**config.mk**
```make
export PLATFORM = sky130hd
export DESIGN_NAME = node_config_register_bank
export DESIGN_NICKNAME = d
export VERILOG_FILES = /design/src/verilog/node_cfg_pkg.sv /design/src/verilog/link_bank_if.sv /design/src/verilog/link_reg_bank.sv /design/src/verilog/node_config_register_bank.sv
export SDC_FILE = /design/constraint.sdc
export NUM_CORES = 2
export LEC_CHECK = 0
export BUFFER_PORTS_ARGS = -buffer_cell sky130_fd_sc_hd__clkbuf_2
export CORE_AREA = 2 2 394 396
export CTS_CLUSTER_DIAMETER = 150
export DETAILED_ROUTE_END_ITERATION = 8
export DIE_AREA = 0 0 396 398
export PLACE_DENSITY = 0.66
export SLEW_MARGIN = 20
export SYNTH_ARGS = -nofsm -noshare
export SYNTH_HDL_FRONTEND = slang
export SYNTH_SLANG_ARGS = --single-unit
```
**constraint.sdc**
```tcl
create_clock -name ref_clk -period 50.1 [get_ports ref_clk]
set_input_delay 0 -clock ref_clk [delete_from_list [all_inputs] [get_ports ref_clk]]
set_output_delay 0 -clock ref_clk [all_outputs]
set_load 0.1 [all_outputs]
```
**src/verilog/node_cfg_pkg.sv**
```systemverilog
// Constants for the node configuration register bank
package node_cfg_pkg;
  // Register numbers
  localparam logic [7:0] REG_DEVICE_ID      = 8'h00;
  localparam logic [7:0] REG_SWITCH_DESC    = 8'h01;
  localparam logic [7:0] REG_SWITCH_CFG     = 8'h04;
  localparam logic [7:0] REG_NODE_ID        = 8'h05;
  localparam logic [7:0] REG_PLL            = 8'h06;
  localparam logic [7:0] REG_SWITCH_CLK_DIV = 8'h07;
  localparam logic [7:0] REG_REF_CLK_DIV    = 8'h08;
  localparam logic [7:0] REG_JTAG_ID        = 8'h09;
  localparam logic [7:0] REG_USER_CODE      = 8'h0A;
  localparam logic [7:0] REG_DIR_LOW        = 8'h0C;
  localparam logic [7:0] REG_DIR_HIGH       = 8'h0D;
  localparam logic [7:0] REG_DEBUG_CFG0     = 8'h10;
  localparam logic [7:0] REG_DEBUG_CFG1     = 8'h11;
  localparam logic [7:0] REG_DEBUG_SOURCE   = 8'h1F;
  localparam logic [7:0] REG_LINK_STATUS    = 8'h20;
  localparam logic [7:0] REG_PHYS_STATUS    = 8'h40;
  localparam logic [7:0] REG_LINK_CFG       = 8'h80;
  localparam logic [7:0] REG_STATIC_LINK    = 8'hA0;
  // Entry counts of the link register groups
  localparam int LINK_STATUS_COUNT = 9;
  localparam int PHYS_STATUS_COUNT = 8;
  localparam int LINK_CFG_COUNT    = 9;
  localparam int STATIC_LINK_COUNT = 8;
  // Switch configuration field positions
  localparam int CFG_SWITCH_LOCK_BIT = 31;
  localparam int CFG_PLL_LOCK_BIT    = 8;
  localparam int CFG_HEADER_BIT      = 0;
  // Identification fields; values arbitrary
  localparam logic [7:0]  SWITCH_VERSION  = 8'h01;
  localparam logic [7:0]  SWITCH_REVISION = 8'h02;
  localparam logic [31:0] JTAG_ID_VALUE   = 32'h0000_1001;
  localparam logic [31:0] USER_CODE_VALUE = 32'h0000_0000;
  // Switch description counts
  localparam logic [7:0] LINKS_ON_SWITCH  = 8'h08;
  localparam logic [7:0] PROCS_ON_SWITCH  = 8'h02;
  localparam logic [7:0] PROCS_ON_DEVICE  = 8'h02;
  // Reset values
  localparam logic [15:0] SWITCH_CLK_DIV_RESET = 16'h0000;
  localparam logic [15:0] REF_CLK_DIV_RESET    = 16'h0003;
  localparam logic [31:0] PLL_RESET            = 32'h0000_0000;
  // Synchroniser fill time before the boot pins are caught
  localparam logic [1:0] BOOT_SAMPLE_DELAY = 2'h2;
endpackage : node_cfg_pkg

```
**src/verilog/link_bank_if.sv**
```systemverilog
// Link register group access between the bank controller and the link store
`timescale 1ns/1ps
interface link_bank_if;
  logic        wrEn;
  logic [7:0]  num;
  logic [31:0] wdata;
  logic [31:0] rdata;
  logic        hit;
  logic [255:0] physStatus;
  modport ctrl (output wrEn, output num, output wdata, output physStatus,
                input rdata, input hit);
  modport bank (input wrEn, input num, input wdata, input physStatus,
                output rdata, output hit);
endinterface : link_bank_if

```
**src/verilog/link_reg_bank.sv**
```systemverilog
// Link status, physical link status, link config and static link registers
`timescale 1ns/1ps
module link_reg_bank
  import node_cfg_pkg::*;
(
  // Clock and reset
  input  wire logic ref_clk,
  input  wire logic rst,
  input  wire logic ce,
  // Access
  link_bank_if.bank bus
);
  logic [31:0] linkStatus [LINK_STATUS_COUNT];
  logic [31:0] linkCfg    [LINK_CFG_COUNT];
  logic [31:0] staticLink [STATIC_LINK_COUNT];
  logic [31:0] physMeta   [PHYS_STATUS_COUNT];
  logic [31:0] physSync   [PHYS_STATUS_COUNT];

  genvar i;
  generate
    for (i = 0; i < LINK_CFG_COUNT; i++) begin : g_entry
      if (i < LINK_STATUS_COUNT) begin : g_stat
        always_ff @(posedge ref_clk or posedge rst) begin
          if (rst) linkStatus[i] <= 32'h0000_0000;
          else if (ce && bus.wrEn && bus.num == REG_LINK_STATUS + 8'(i))
            linkStatus[i] <= bus.wdata;
        end
      end
      always_ff @(posedge ref_clk or posedge rst) begin
        if (rst) linkCfg[i] <= 32'h0000_0000;
        else if (ce && bus.wrEn && bus.num == REG_LINK_CFG + 8'(i))
          linkCfg[i] <= bus.wdata;
      end
      if (i < STATIC_LINK_COUNT) begin : g_static
        always_ff @(posedge ref_clk or posedge rst) begin
          if (rst) staticLink[i] <= 32'h0000_0000;
          else if (ce && bus.wrEn && bus.num == REG_STATIC_LINK + 8'(i))
            staticLink[i] <= bus.wdata;
        end
        // Status comes from link logic outside this clock
        always_ff @(posedge ref_clk or posedge rst) begin
          if (rst) begin
            physMeta[i] <= 32'h0000_0000;
            physSync[i] <= 32'h0000_0000;
          end else if (ce) begin
            physMeta[i] <= bus.physStatus[32*i +: 32];
            physSync[i] <= physMeta[i];
          end
        end
      end
    end
  endgenerate

  always_comb begin
    bus.rdata = 32'h0000_0000;
    bus.hit   = 1'b1;
    if (bus.num >= REG_LINK_STATUS && bus.num < REG_LINK_STATUS + 8'(LINK_STATUS_COUNT))
      bus.rdata = linkStatus[4'(bus.num - REG_LINK_STATUS)];
    else if (bus.num >= REG_PHYS_STATUS
             && bus.num < REG_PHYS_STATUS + 8'(PHYS_STATUS_COUNT))
      bus.rdata = physSync[3'(bus.num - REG_PHYS_STATUS)];
    else if (bus.num >= REG_LINK_CFG && bus.num < REG_LINK_CFG + 8'(LINK_CFG_COUNT))
      bus.rdata = linkCfg[4'(bus.num - REG_LINK_CFG)];
    else if (bus.num >= REG_STATIC_LINK
             && bus.num < REG_STATIC_LINK + 8'(STATIC_LINK_COUNT))
      bus.rdata = staticLink[3'(bus.num - REG_STATIC_LINK)];
    else
      bus.hit = 1'b0;
  end
endmodule : link_reg_bank

```
**src/verilog/node_config_register_bank.sv**
```systemverilog
// Node configuration register bank reached by configuration reads and writes
//
// How it works
// - Access only via configuration read/write transactions
// - Boot pins latched once after reset release, bits 23:16
// - Revision 15:8, version 7:0, 31:24 reserved
// - Description: links, switch processors, device processors
// - Bit 8 blocks PLL control writes
// - Node identifier 16 bits writable, upper reserved
// - JTAG ID and user code ignore writes
// - Physical status read-only; link configs writable
`timescale 1ns/1ps
module node_config_register_bank
  import node_cfg_pkg::*;
(
  // Clock, reset, enable
  input  wire logic         ref_clk,
  input  wire logic         rst,
  input  wire logic         ce,
  // Configuration transactions
  input  wire logic         cfgValid,
  input  wire logic         cfgWrite,
  input  wire logic [7:0]   cfgNum,
  input  wire logic [31:0]  cfgWdata,
  output logic              cfgDone,
  output logic [31:0]       cfgRdata,
  // Pins and link status
  input  wire logic [7:0]   bootControlPins,
  input  wire logic [255:0] physLinkStatus,
  input  wire logic [2:0]   debugSource,
  // Control outputs
  output logic              headerOneByte,
  output logic [15:0]       nodeId,
  output logic [31:0]       pllSettings,
  output logic              pllWritten,
  output logic [15:0]       switchClockDivider,
  output logic [15:0]       refClockDivider,
  output logic [63:0]       routeDirections,
  output logic [3:0]        debugPinConfig
);
  link_bank_if linkBus ();

  logic        switchLock;
  logic        pllLock;
  logic [7:0]  bootMeta;
  logic [7:0]  bootSync;
  logic [7:0]  bootLatched;
  logic [1:0]  bootCount;
  logic        bootDone;
  logic [2:0]  debugMeta;
  logic [2:0]  debugSync;
  logic        take;
  logic        wr;
  logic        switchWrite;
  logic [31:0] next_rdata;

  assign take = ce && cfgValid;
  assign wr   = take && cfgWrite;
  assign switchWrite = wr && !switchLock;

  assign linkBus.wrEn       = switchWrite;
  assign linkBus.num        = cfgNum;
  assign linkBus.wdata      = cfgWdata;
  assign linkBus.physStatus = physLinkStatus;

  link_reg_bank u_links (
    .ref_clk (ref_clk),
    .rst     (rst),
    .ce      (ce),
    .bus     (linkBus.bank)
  );

  // Pin inputs through two flops before use
  always_ff @(posedge ref_clk or posedge rst) begin
    if (rst) begin
      bootMeta  <= 8'h00;
      bootSync  <= 8'h00;
      debugMeta <= 3'h0;
      debugSync <= 3'h0;
    end else if (ce) begin
      bootMeta  <= bootControlPins;
      bootSync  <= bootMeta;
      debugMeta <= debugSource;
      debugSync <= debugMeta;
    end
  end

  // Catch boot pins once after release
  // Wait for the synchroniser to fill so reset zeros are not caught
  always_ff @(posedge ref_clk or posedge rst) begin
    if (rst) begin
      bootCount   <= 2'h0;
      bootDone    <= 1'b0;
      bootLatched <= 8'h00;
    end else if (ce && !bootDone) begin
      if (bootCount == BOOT_SAMPLE_DELAY) begin
        bootLatched <= bootSync;
        bootDone    <= 1'b1;
      end else begin
        bootCount <= bootCount + 2'h1;
      end
    end
  end

  // Switch configuration; the lock bits themselves stay writable
  always_ff @(posedge ref_clk or posedge rst) begin
    if (rst) begin
      switchLock    <= 1'b0;
      pllLock       <= 1'b0;
      headerOneByte <= 1'b0;
    end else if (wr && cfgNum == REG_SWITCH_CFG) begin
      switchLock    <= cfgWdata[CFG_SWITCH_LOCK_BIT];
      pllLock       <= cfgWdata[CFG_PLL_LOCK_BIT];
      headerOneByte <= cfgWdata[CFG_HEADER_BIT];
    end
  end

  always_ff @(posedge ref_clk or posedge rst) begin
    if (rst) nodeId <= 16'h0000;
    else if (switchWrite && cfgNum == REG_NODE_ID) nodeId <= cfgWdata[15:0];
  end

  // PLL register honours its own lock
  always_ff @(posedge ref_clk or posedge rst) begin
    if (rst) begin
      pllSettings <= PLL_RESET;
      pllWritten  <= 1'b0;
    end else if (ce) begin
      pllWritten <= 1'b0;
      if (wr && !pllLock && cfgNum == REG_PLL) begin
        pllSettings <= cfgWdata;
        pllWritten  <= 1'b1;
      end
    end
  end

  // Clock dividers under the switch lock
  always_ff @(posedge ref_clk or posedge rst) begin
    if (rst) begin
      switchClockDivider <= SWITCH_CLK_DIV_RESET;
      refClockDivider    <= REF_CLK_DIV_RESET;
    end else if (switchWrite) begin
      if (cfgNum == REG_SWITCH_CLK_DIV) switchClockDivider <= cfgWdata[15:0];
      if (cfgNum == REG_REF_CLK_DIV) refClockDivider <= cfgWdata[15:0];
    end
  end

  // Routing and debug pin setup under the switch lock
  always_ff @(posedge ref_clk or posedge rst) begin
    if (rst) begin
      routeDirections <= 64'h0000_0000_0000_0000;
      debugPinConfig  <= 4'h0;
    end else if (switchWrite) begin
      if (cfgNum == REG_DIR_LOW) routeDirections[31:0] <= cfgWdata;
      if (cfgNum == REG_DIR_HIGH) routeDirections[63:32] <= cfgWdata;
      if (cfgNum == REG_DEBUG_CFG0) debugPinConfig[1:0] <= cfgWdata[1:0];
      if (cfgNum == REG_DEBUG_CFG1) debugPinConfig[3:2] <= cfgWdata[1:0];
    end
  end

  // Read mux; unmapped numbers read zero
  always_comb begin
    next_rdata = 32'h0000_0000;
    case (cfgNum)
      REG_DEVICE_ID:      next_rdata = {8'h00, bootLatched, SWITCH_REVISION, SWITCH_VERSION};
      REG_SWITCH_DESC:    next_rdata = {8'h00, LINKS_ON_SWITCH, PROCS_ON_SWITCH,
                                        PROCS_ON_DEVICE};
      REG_SWITCH_CFG: begin
        next_rdata[CFG_SWITCH_LOCK_BIT] = switchLock;
        next_rdata[CFG_PLL_LOCK_BIT]    = pllLock;
        next_rdata[CFG_HEADER_BIT]      = headerOneByte;
      end
      REG_NODE_ID:        next_rdata = {16'h0000, nodeId};
      REG_PLL:            next_rdata = pllSettings;
      REG_SWITCH_CLK_DIV: next_rdata = {16'h0000, switchClockDivider};
      REG_REF_CLK_DIV:    next_rdata = {16'h0000, refClockDivider};
      REG_JTAG_ID:        next_rdata = JTAG_ID_VALUE;
      REG_USER_CODE:      next_rdata = USER_CODE_VALUE;
      REG_DIR_LOW:        next_rdata = routeDirections[31:0];
      REG_DIR_HIGH:       next_rdata = routeDirections[63:32];
      REG_DEBUG_CFG0:     next_rdata = {30'h0000_0000, debugPinConfig[1:0]};
      REG_DEBUG_CFG1:     next_rdata = {30'h0000_0000, debugPinConfig[3:2]};
      REG_DEBUG_SOURCE:   next_rdata = {27'h000_0000, debugSync[2], 2'h0, debugSync[1:0]};
      default:            next_rdata = linkBus.hit ? linkBus.rdata : 32'h0000_0000;
    endcase
  end

  always_ff @(posedge ref_clk or posedge rst) begin
    if (rst) begin
      cfgDone  <= 1'b0;
      cfgRdata <= 32'h0000_0000;
    end else if (ce) begin
      cfgDone <= cfgValid;
      if (take && !cfgWrite) cfgRdata <= next_rdata;
    end
  end
endmodule : node_config_register_bank

```
## Word-level counts from Yosys, hierarchy flattened

Cells that the tools add are included.

- Flip-flop bits (word level): 1562
- Output and inout port bits: 183
- Logic and storage cells: 213
- Input port bits: 312

- Muxes and demuxes: 27
- Eq/ne operators: 40
- $add $sub $neg: 5
- Bitwise logic cells: 5
- $lt $le $gt $ge: 12
- Reductions and logical operators: 61

Operators with widths:

| operator | number |
|---|---|
| $mux 32 | 13 |
| $bmux 32 s4 | 2 |
| $pmux 22 s10 | 1 |
| $bmux 32 s3 | 2 |
| $eq 8x8->1 const B | 17 |
| $pmux 7 s11 | 1 |
| $eq 8x6->1 const B | 9 |
| $eq 8x4->1 const B | 5 |
| $logic_and 1x1->1 | 40 |
| $eq 8x3->1 const B | 4 |
| $eq 8x5->1 const B | 3 |
| $reduce_and 2->1 | 10 |
| $ge 8x8->1 const B | 2 |
| $lt 8x8->1 const B | 2 |
| $pmux 1 s12 | 1 |
| $ge 5x5->1 const B | 2 |
| $not 4->5 | 2 |
| $reduce_or 10->1 | 1 |
| $eq 8x1->1 const B | 1 |
| $ge 4x4->1 const B | 2 |
| $ge 8x6->1 const B | 1 |
| $ge 8x7->1 const B | 1 |
| $logic_not 8->1 | 1 |
| $lt 8x6->1 const B | 1 |
| other kinds (15) | 26 |

## Depth between registers and ports, before layout

- Depth after elaboration: 11
- Depth in mapped cells: 11
- Depth with buffers taken out: 6

## Hierarchy

From an unflattened synthesis, not the netlist that was laid out.

- Cell total of the unflattened synthesis: 4507
- Area total of the unflattened synthesis: 68619.6 um2

Modules (own cells, without submodules):

| module | times used | area an instance (um2) | cells each | seq. area each (um2) |
|---|---|---|---|---|
| link_reg_bank | 1 | 58732.6 | 3733 | 33632.3 |
| node_config_register_bank | 1 | 9887.0 | 774 | 5457.7 |

## Worst setup path after synthesis

No wires, ideal clock.

- Kind: reg-to-reg
- From: reg switchLock
- To: reg u_links.staticLink[160] (netlist name)
- Clock period less this slack: 2.024 ns
- Data arrival time: 1.899 ns
- Setup time: 0.125 ns
- Buffers on the path: 1
- Cell stages (with the launch flop): 6
- Data required time: 49.975 ns
- Slack: 48.076 ns
- Cells stage by stage: dfrtp_1 > nand4b_2 > nor3_2 > nand3_1 > clkbuf_1 > mux2_2

- Word-level cells in the longest chain between the ends: 4

RTL lines:

| what | line | text |
|---|---|---|
| from (decl) | node_config_register_bank.sv:43 | `logic switchLock;` |
| from (signal assigned) | node_config_register_bank.sv:112 | `switchLock <= cfgWdata[CFG_SWITCH_LOCK_BIT];` |
| $logic_not 1->1 | node_config_register_bank.sv:59 | `assign switchWrite = wr && !switchLock;` |
| $logic_and 1x1->1 | node_config_register_bank.sv:59 |  |
| $logic_and 1x1->1 (2 in a row) | link_reg_bank.sv:37 | `else if (ce && bus.wrEn && bus.num == REG_STATIC_LINK + 8'(i))` |
| to (signal, indexed assignment) | link_reg_bank.sv:38 | `staticLink[i] <= bus.wdata;` |
| to (decl) | link_reg_bank.sv:15 | `logic [31:0] staticLink [STATIC_LINK_COUNT];` |

Every way passes these cells.
A chain may end at the register's enable or synchronous reset.

## Worst setup path after layout

- From: in cfgNum[1]
- To: reg cfgRdata[1]

- Word-level cells in the longest chain between the ends: 11
- Elaborated cells on any way between the ends: 57
- Those cells by class: 4 x add/sub; 8 x order compare; 13 x eq/ne; 22 x mux; 4 x bitwise; 6 x reduce/logical

RTL lines:

| what | line | text |
|---|---|---|
| from (decl) | node_config_register_bank.sv:23 | `input wire logic [7:0] cfgNum,` |
| branches (longest 10 deep; another with $sub 4x1->4) | -- |  |
| $pmux 7 s11 (*) | node_config_register_bank.sv:164 | `case (cfgNum)` |
| to (signal assigned) | node_config_register_bank.sv:194 | `if (take && !cfgWrite) cfgRdata <= next_rdata;` |
| to (decl) | node_config_register_bank.sv:26 | `output logic [31:0] cfgRdata,` |

Mark *: on every way between the ends. The select of a mux whose other input is x is not followed.

==> results.py <==
metrics = {
    "clock_tree": {
        "clock_sinks": 1562,
        "cts.clk_slew.worst_paths_ns": 0.06,
        "tritoncts": "yes",
        "htree_num_levels": 4,
        "cts_buffers": 166,
        "clockRootBuffer": "clkbuf_16",
        "cts_setup_buffers": 0,
        "worst_skew_pair.late_latency_ns": 0.83,
        "ctsLongestPathBuffers": 3,
    },
    "routing": {
        "final_antenna_net_count": 0,
        "wirelength_um": 220300,
        "detailed_route_via_count": 45950,
        "routed_wire_length_per_instance_um": 27.88,
        "drt-initial-drc-count": 3837,
        "vias_per_cell": 5.815,
        "drc": 0,
        "first_pass_iters": 5,
    },
    "final_layout": {
        "drive_above_1_share": 0.4440,
        "final_net_count": 5996,
        "final-instance-count-excl-fill": 7901,
        "fillerInstances": 12180,
        "fin_area_um2": 84760,
        "final_core_util": 0.5528,
        "area_growth_syn_to_layout_pct": 23.42,
    },
    "grt": {
        "grt_pass1_wl_um": 323900,
        "grt_pass1_vias": 47990,
        "globalRouteTotalUtil": 0.2785,
        "grt_antenna_before_repair": 36,
        "largest_net_degree_at_the_start_of_global_routing": 188,
        "grt-ovfl-total": 0,
    },
    "place": {
        "placement.io_buffers": 494,
        "placed_area_um2": 73040,
        "dpl.cell_count": 6976,
        "final_wtd_congestion": 0.8687,
        "detailedPlacementHpwl_um": 137200,
    },
    "logic_synthesis": {
        "synth.avg_cell_area_um2": 14.45,
        "synth_fp_nets": 5066,
        "mappedNetlistArea_um2": 68680,
        "ys.warnings.count": 0,
        "synth_top_cells_by_count": "dfrtp_1, mux2_2, nand2_1",
        "post-synth-top-count-cell": "dfrtp_1",
        "count_of_flip_flops_with_a_built_in_enable_after_synthesis": 0,
        "synth.lib_cells_used.distinct": 66,
        "ys_ff_latch": 1562,
        "synth_top_flop_cell": "dfrtp_1",
        "synth_seq_area_share": 0.5692,
        "synthesis.instances": 4753,
        "synth_async_sr_flop_share": 1.000,
        "post-synth-top-area-cell": "dfrtp_1",
        "synth_top_area_cells": "dfrtp_1, mux2_2, mux4_2, mux2i_1, nand2_1",
        "synth_largest_type_area_fraction": 0.5684,
    },
    "timing": {
        "pin_slew_with_the_least_headroom_to_its_limit_ns": 1.099,
        "final_min_period_over_clock_period": 0.09636,
        "final_max_slew_viol_count": 0,
        "max-slew-margin-rel": 0.2651,
        "timing.fmax_ghz": 0.2071,
        "fin_skew_ns": 0.05142,
        "report.final.setup_viol": 0,
        "totalNegativeSetupSlack_ns": 0,
        "fin_crit_ns": 4.828,
        "rsz0062_at_grt": "false",
        "timing.final.hold_violations": 0,
    },
    "floorplanning": {
        "placeableCoreArea_um2": 153300,
        "start_util": 0.4479,
        "num_io_pins": 495,
        "die_height_um": 398,
        "rows": 144,
        "chipWidth_um": 396,
        "floorplan.die_area_um2": 157600,
    },
    "critical_path": {
        "crit_fanout": 80,
        "timing.rr.start": "switchLock",
        "worst_setup_path_startpoint": "cfgNum[1]",
        "setup.worst_path.class": "input port to flip-flop",
        "reg2reg_setup_slack_ns": 46.30,
        "worst-r2r-cell-count": 5,
        "crit_end": "cfgRdata[1]",
        "setup.worst_path.end_class": "flip-flop",
        "worst-endpoint-required_ns": 50.81,
        "worst_r2r_endpoint": "u_links.linkCfg[86]",
        "arrival_ns": 5.54,
        "setup.worst_path.start_class": "input port",
    },
    "job": {
        "maxCapViolations": 0,
    },
    "pwr": {
        "power.leakage_uw": 0.03996,
        "power.internal_uw": 2207,
        "power.combinational.fraction": 0.111,
        "power.switching_uw": 796.6,
        "netSwitchingFraction": 0.2652,
        "sequential_share_of_power": 0.464,
        "total_power_uw": 3004,
        "power-per-cell-area_nw_per_um2": 35.44,
        "p_clk_frac": 0.425,
        "worst_ir_drop_vdd_mv": 0.02907,
    },
    "run_status": {
        "outcome": "complete, no violations",
    },
    "min_path": {
        "min_delay_worst_type": "input port to flip-flop",
        "hold_path_depth": 3,
    },
}
registers in the layout, indices dropped and copies added (netlist names), 2 cells and up:
name,count
u_links.staticLink,256
bootLatched,8
u_links.physMeta,256
refClockDivider,16
bootSync,8
pllSettings,32
routeDirections,64
switchClockDivider,16
u_links.linkStatus,288
debugPinConfig,4
debugSync,3
nodeId,16
bootCount,2
bootMeta,8
cfgRdata,32
u_links.linkCfg,288
debugMeta,3
u_links.physSync,256
cell type report:
type / instances / area [µm²] / share of cell area
antenna: 35 / 87.58 / 0.001033
clock buffer: 252 / 4927 / 0.05813
clock inverter: 55 / 800.8 / 0.009447
inverter: 14 / 62.56 / 0.0007381
multi-input combinational: 2761 / 28010 / 0.3305
sequential: 1562 / 39090 / 0.4612
tap: 2044 / 2557 / 0.03017
timing repair buffer: 1178 / 9228 / 0.1089
stage by stage:
step                      setup WS [ns]  hold slack, ns
after floorplan                   6.033          0.1347
after global placement            45.96          0.2065
after detailed placement          46.06          0.2084
after CTS                         45.32        0.001864
after global routing              44.98        0.005917
final                             45.27         0.02819
layer usage:
layer | wire [µm] | global-route usage
met5 | 13 | 0
met4 | 12200 | 0.1425
met3 | 15350 | 0.06075
met2 | 103700 | 0.4420
met1 | 89000 | 0.3610
worst min-delay path by stage:
stage / from / end / slack, ns
finish: bootControlPins[5] / bootMeta[5] / 0.03
global route: physLinkStatus[93] / u_links.physMeta[189] / 0.006
CTS: physLinkStatus[145] / u_links.physMeta[113] / 0.002
detailed placement: rst / switchClockDivider[2] / 0.21
global placement: rst / nodeId[2] / 0.21
floorplan: cfgWdata[0] / switchClockDivider[0] / 0.13
critical path, stage by stage:
cell,delay (ns)
dlygate4sd3_1,0.58
buf_8,0.65
buf_4,0.91
buf_4,0.74
mux2i_1,0.32
o211ai_1,0.11
o2111ai_1,0.37
o311ai_0,0.27
dlygate4sd3_1,0.62
o21ai_0,0.21
a31oi_1,0.09
dlygate4sd3_1,0.56
cells in the final DEF, fill, tap and decap left out, drive strengths merged, types with 14 or more instances in the layout:
cell type and instances:
a221oi 39, a22o 14, clkinv 36, nor2b 16, nor2 38, a31oi 39
nand3 33, o22ai 33, clkbuf 741, o21ai 96, buf 109, dlygate4sd3 580
mux4 164, a22oi 75, dfrtp 1560, nand2 259, mux2i 225, inv 21
a21oi 88, mux2 1504, nor3 18, diode 35
cells by family (layout without fill, tap and decap cells):
logic type,Yosys count,after routing,share of synthesized area
muxes,1893,1893,0.3332
and+or+nand+nor,424,424,0.02833
other,0,35,0
DFF,1562,1562,0.5692
AOI/OAI and AO/OA,442,442,0.04228
adders and majority gates,1,1,0.0001822
xor gates and xnor gates,1,1,0.0001276
buffers and inverters,430,1499,0.02673
power groups by stage:
stage | logic, µW | clock network [µW] | registers (µW)
2_1_floorplan | 164 | 0 | 1430
3_3_place_gp | 287 | 0 | 1410
3_5_place_dp | 291 | 0 | 1420
4_1_cts | 330 | 1290 | 1390
5_1_grt | 354 | 1350 | 1400
6_report | 333 | 1280 | 1400
repair_timing:
action                                 CTS  global route
resized for setup                        0             0
endpoints found under the hold margin  957             0
hold buffers                           580             0
Note: power is estimated with default switching activity, not from simulation.
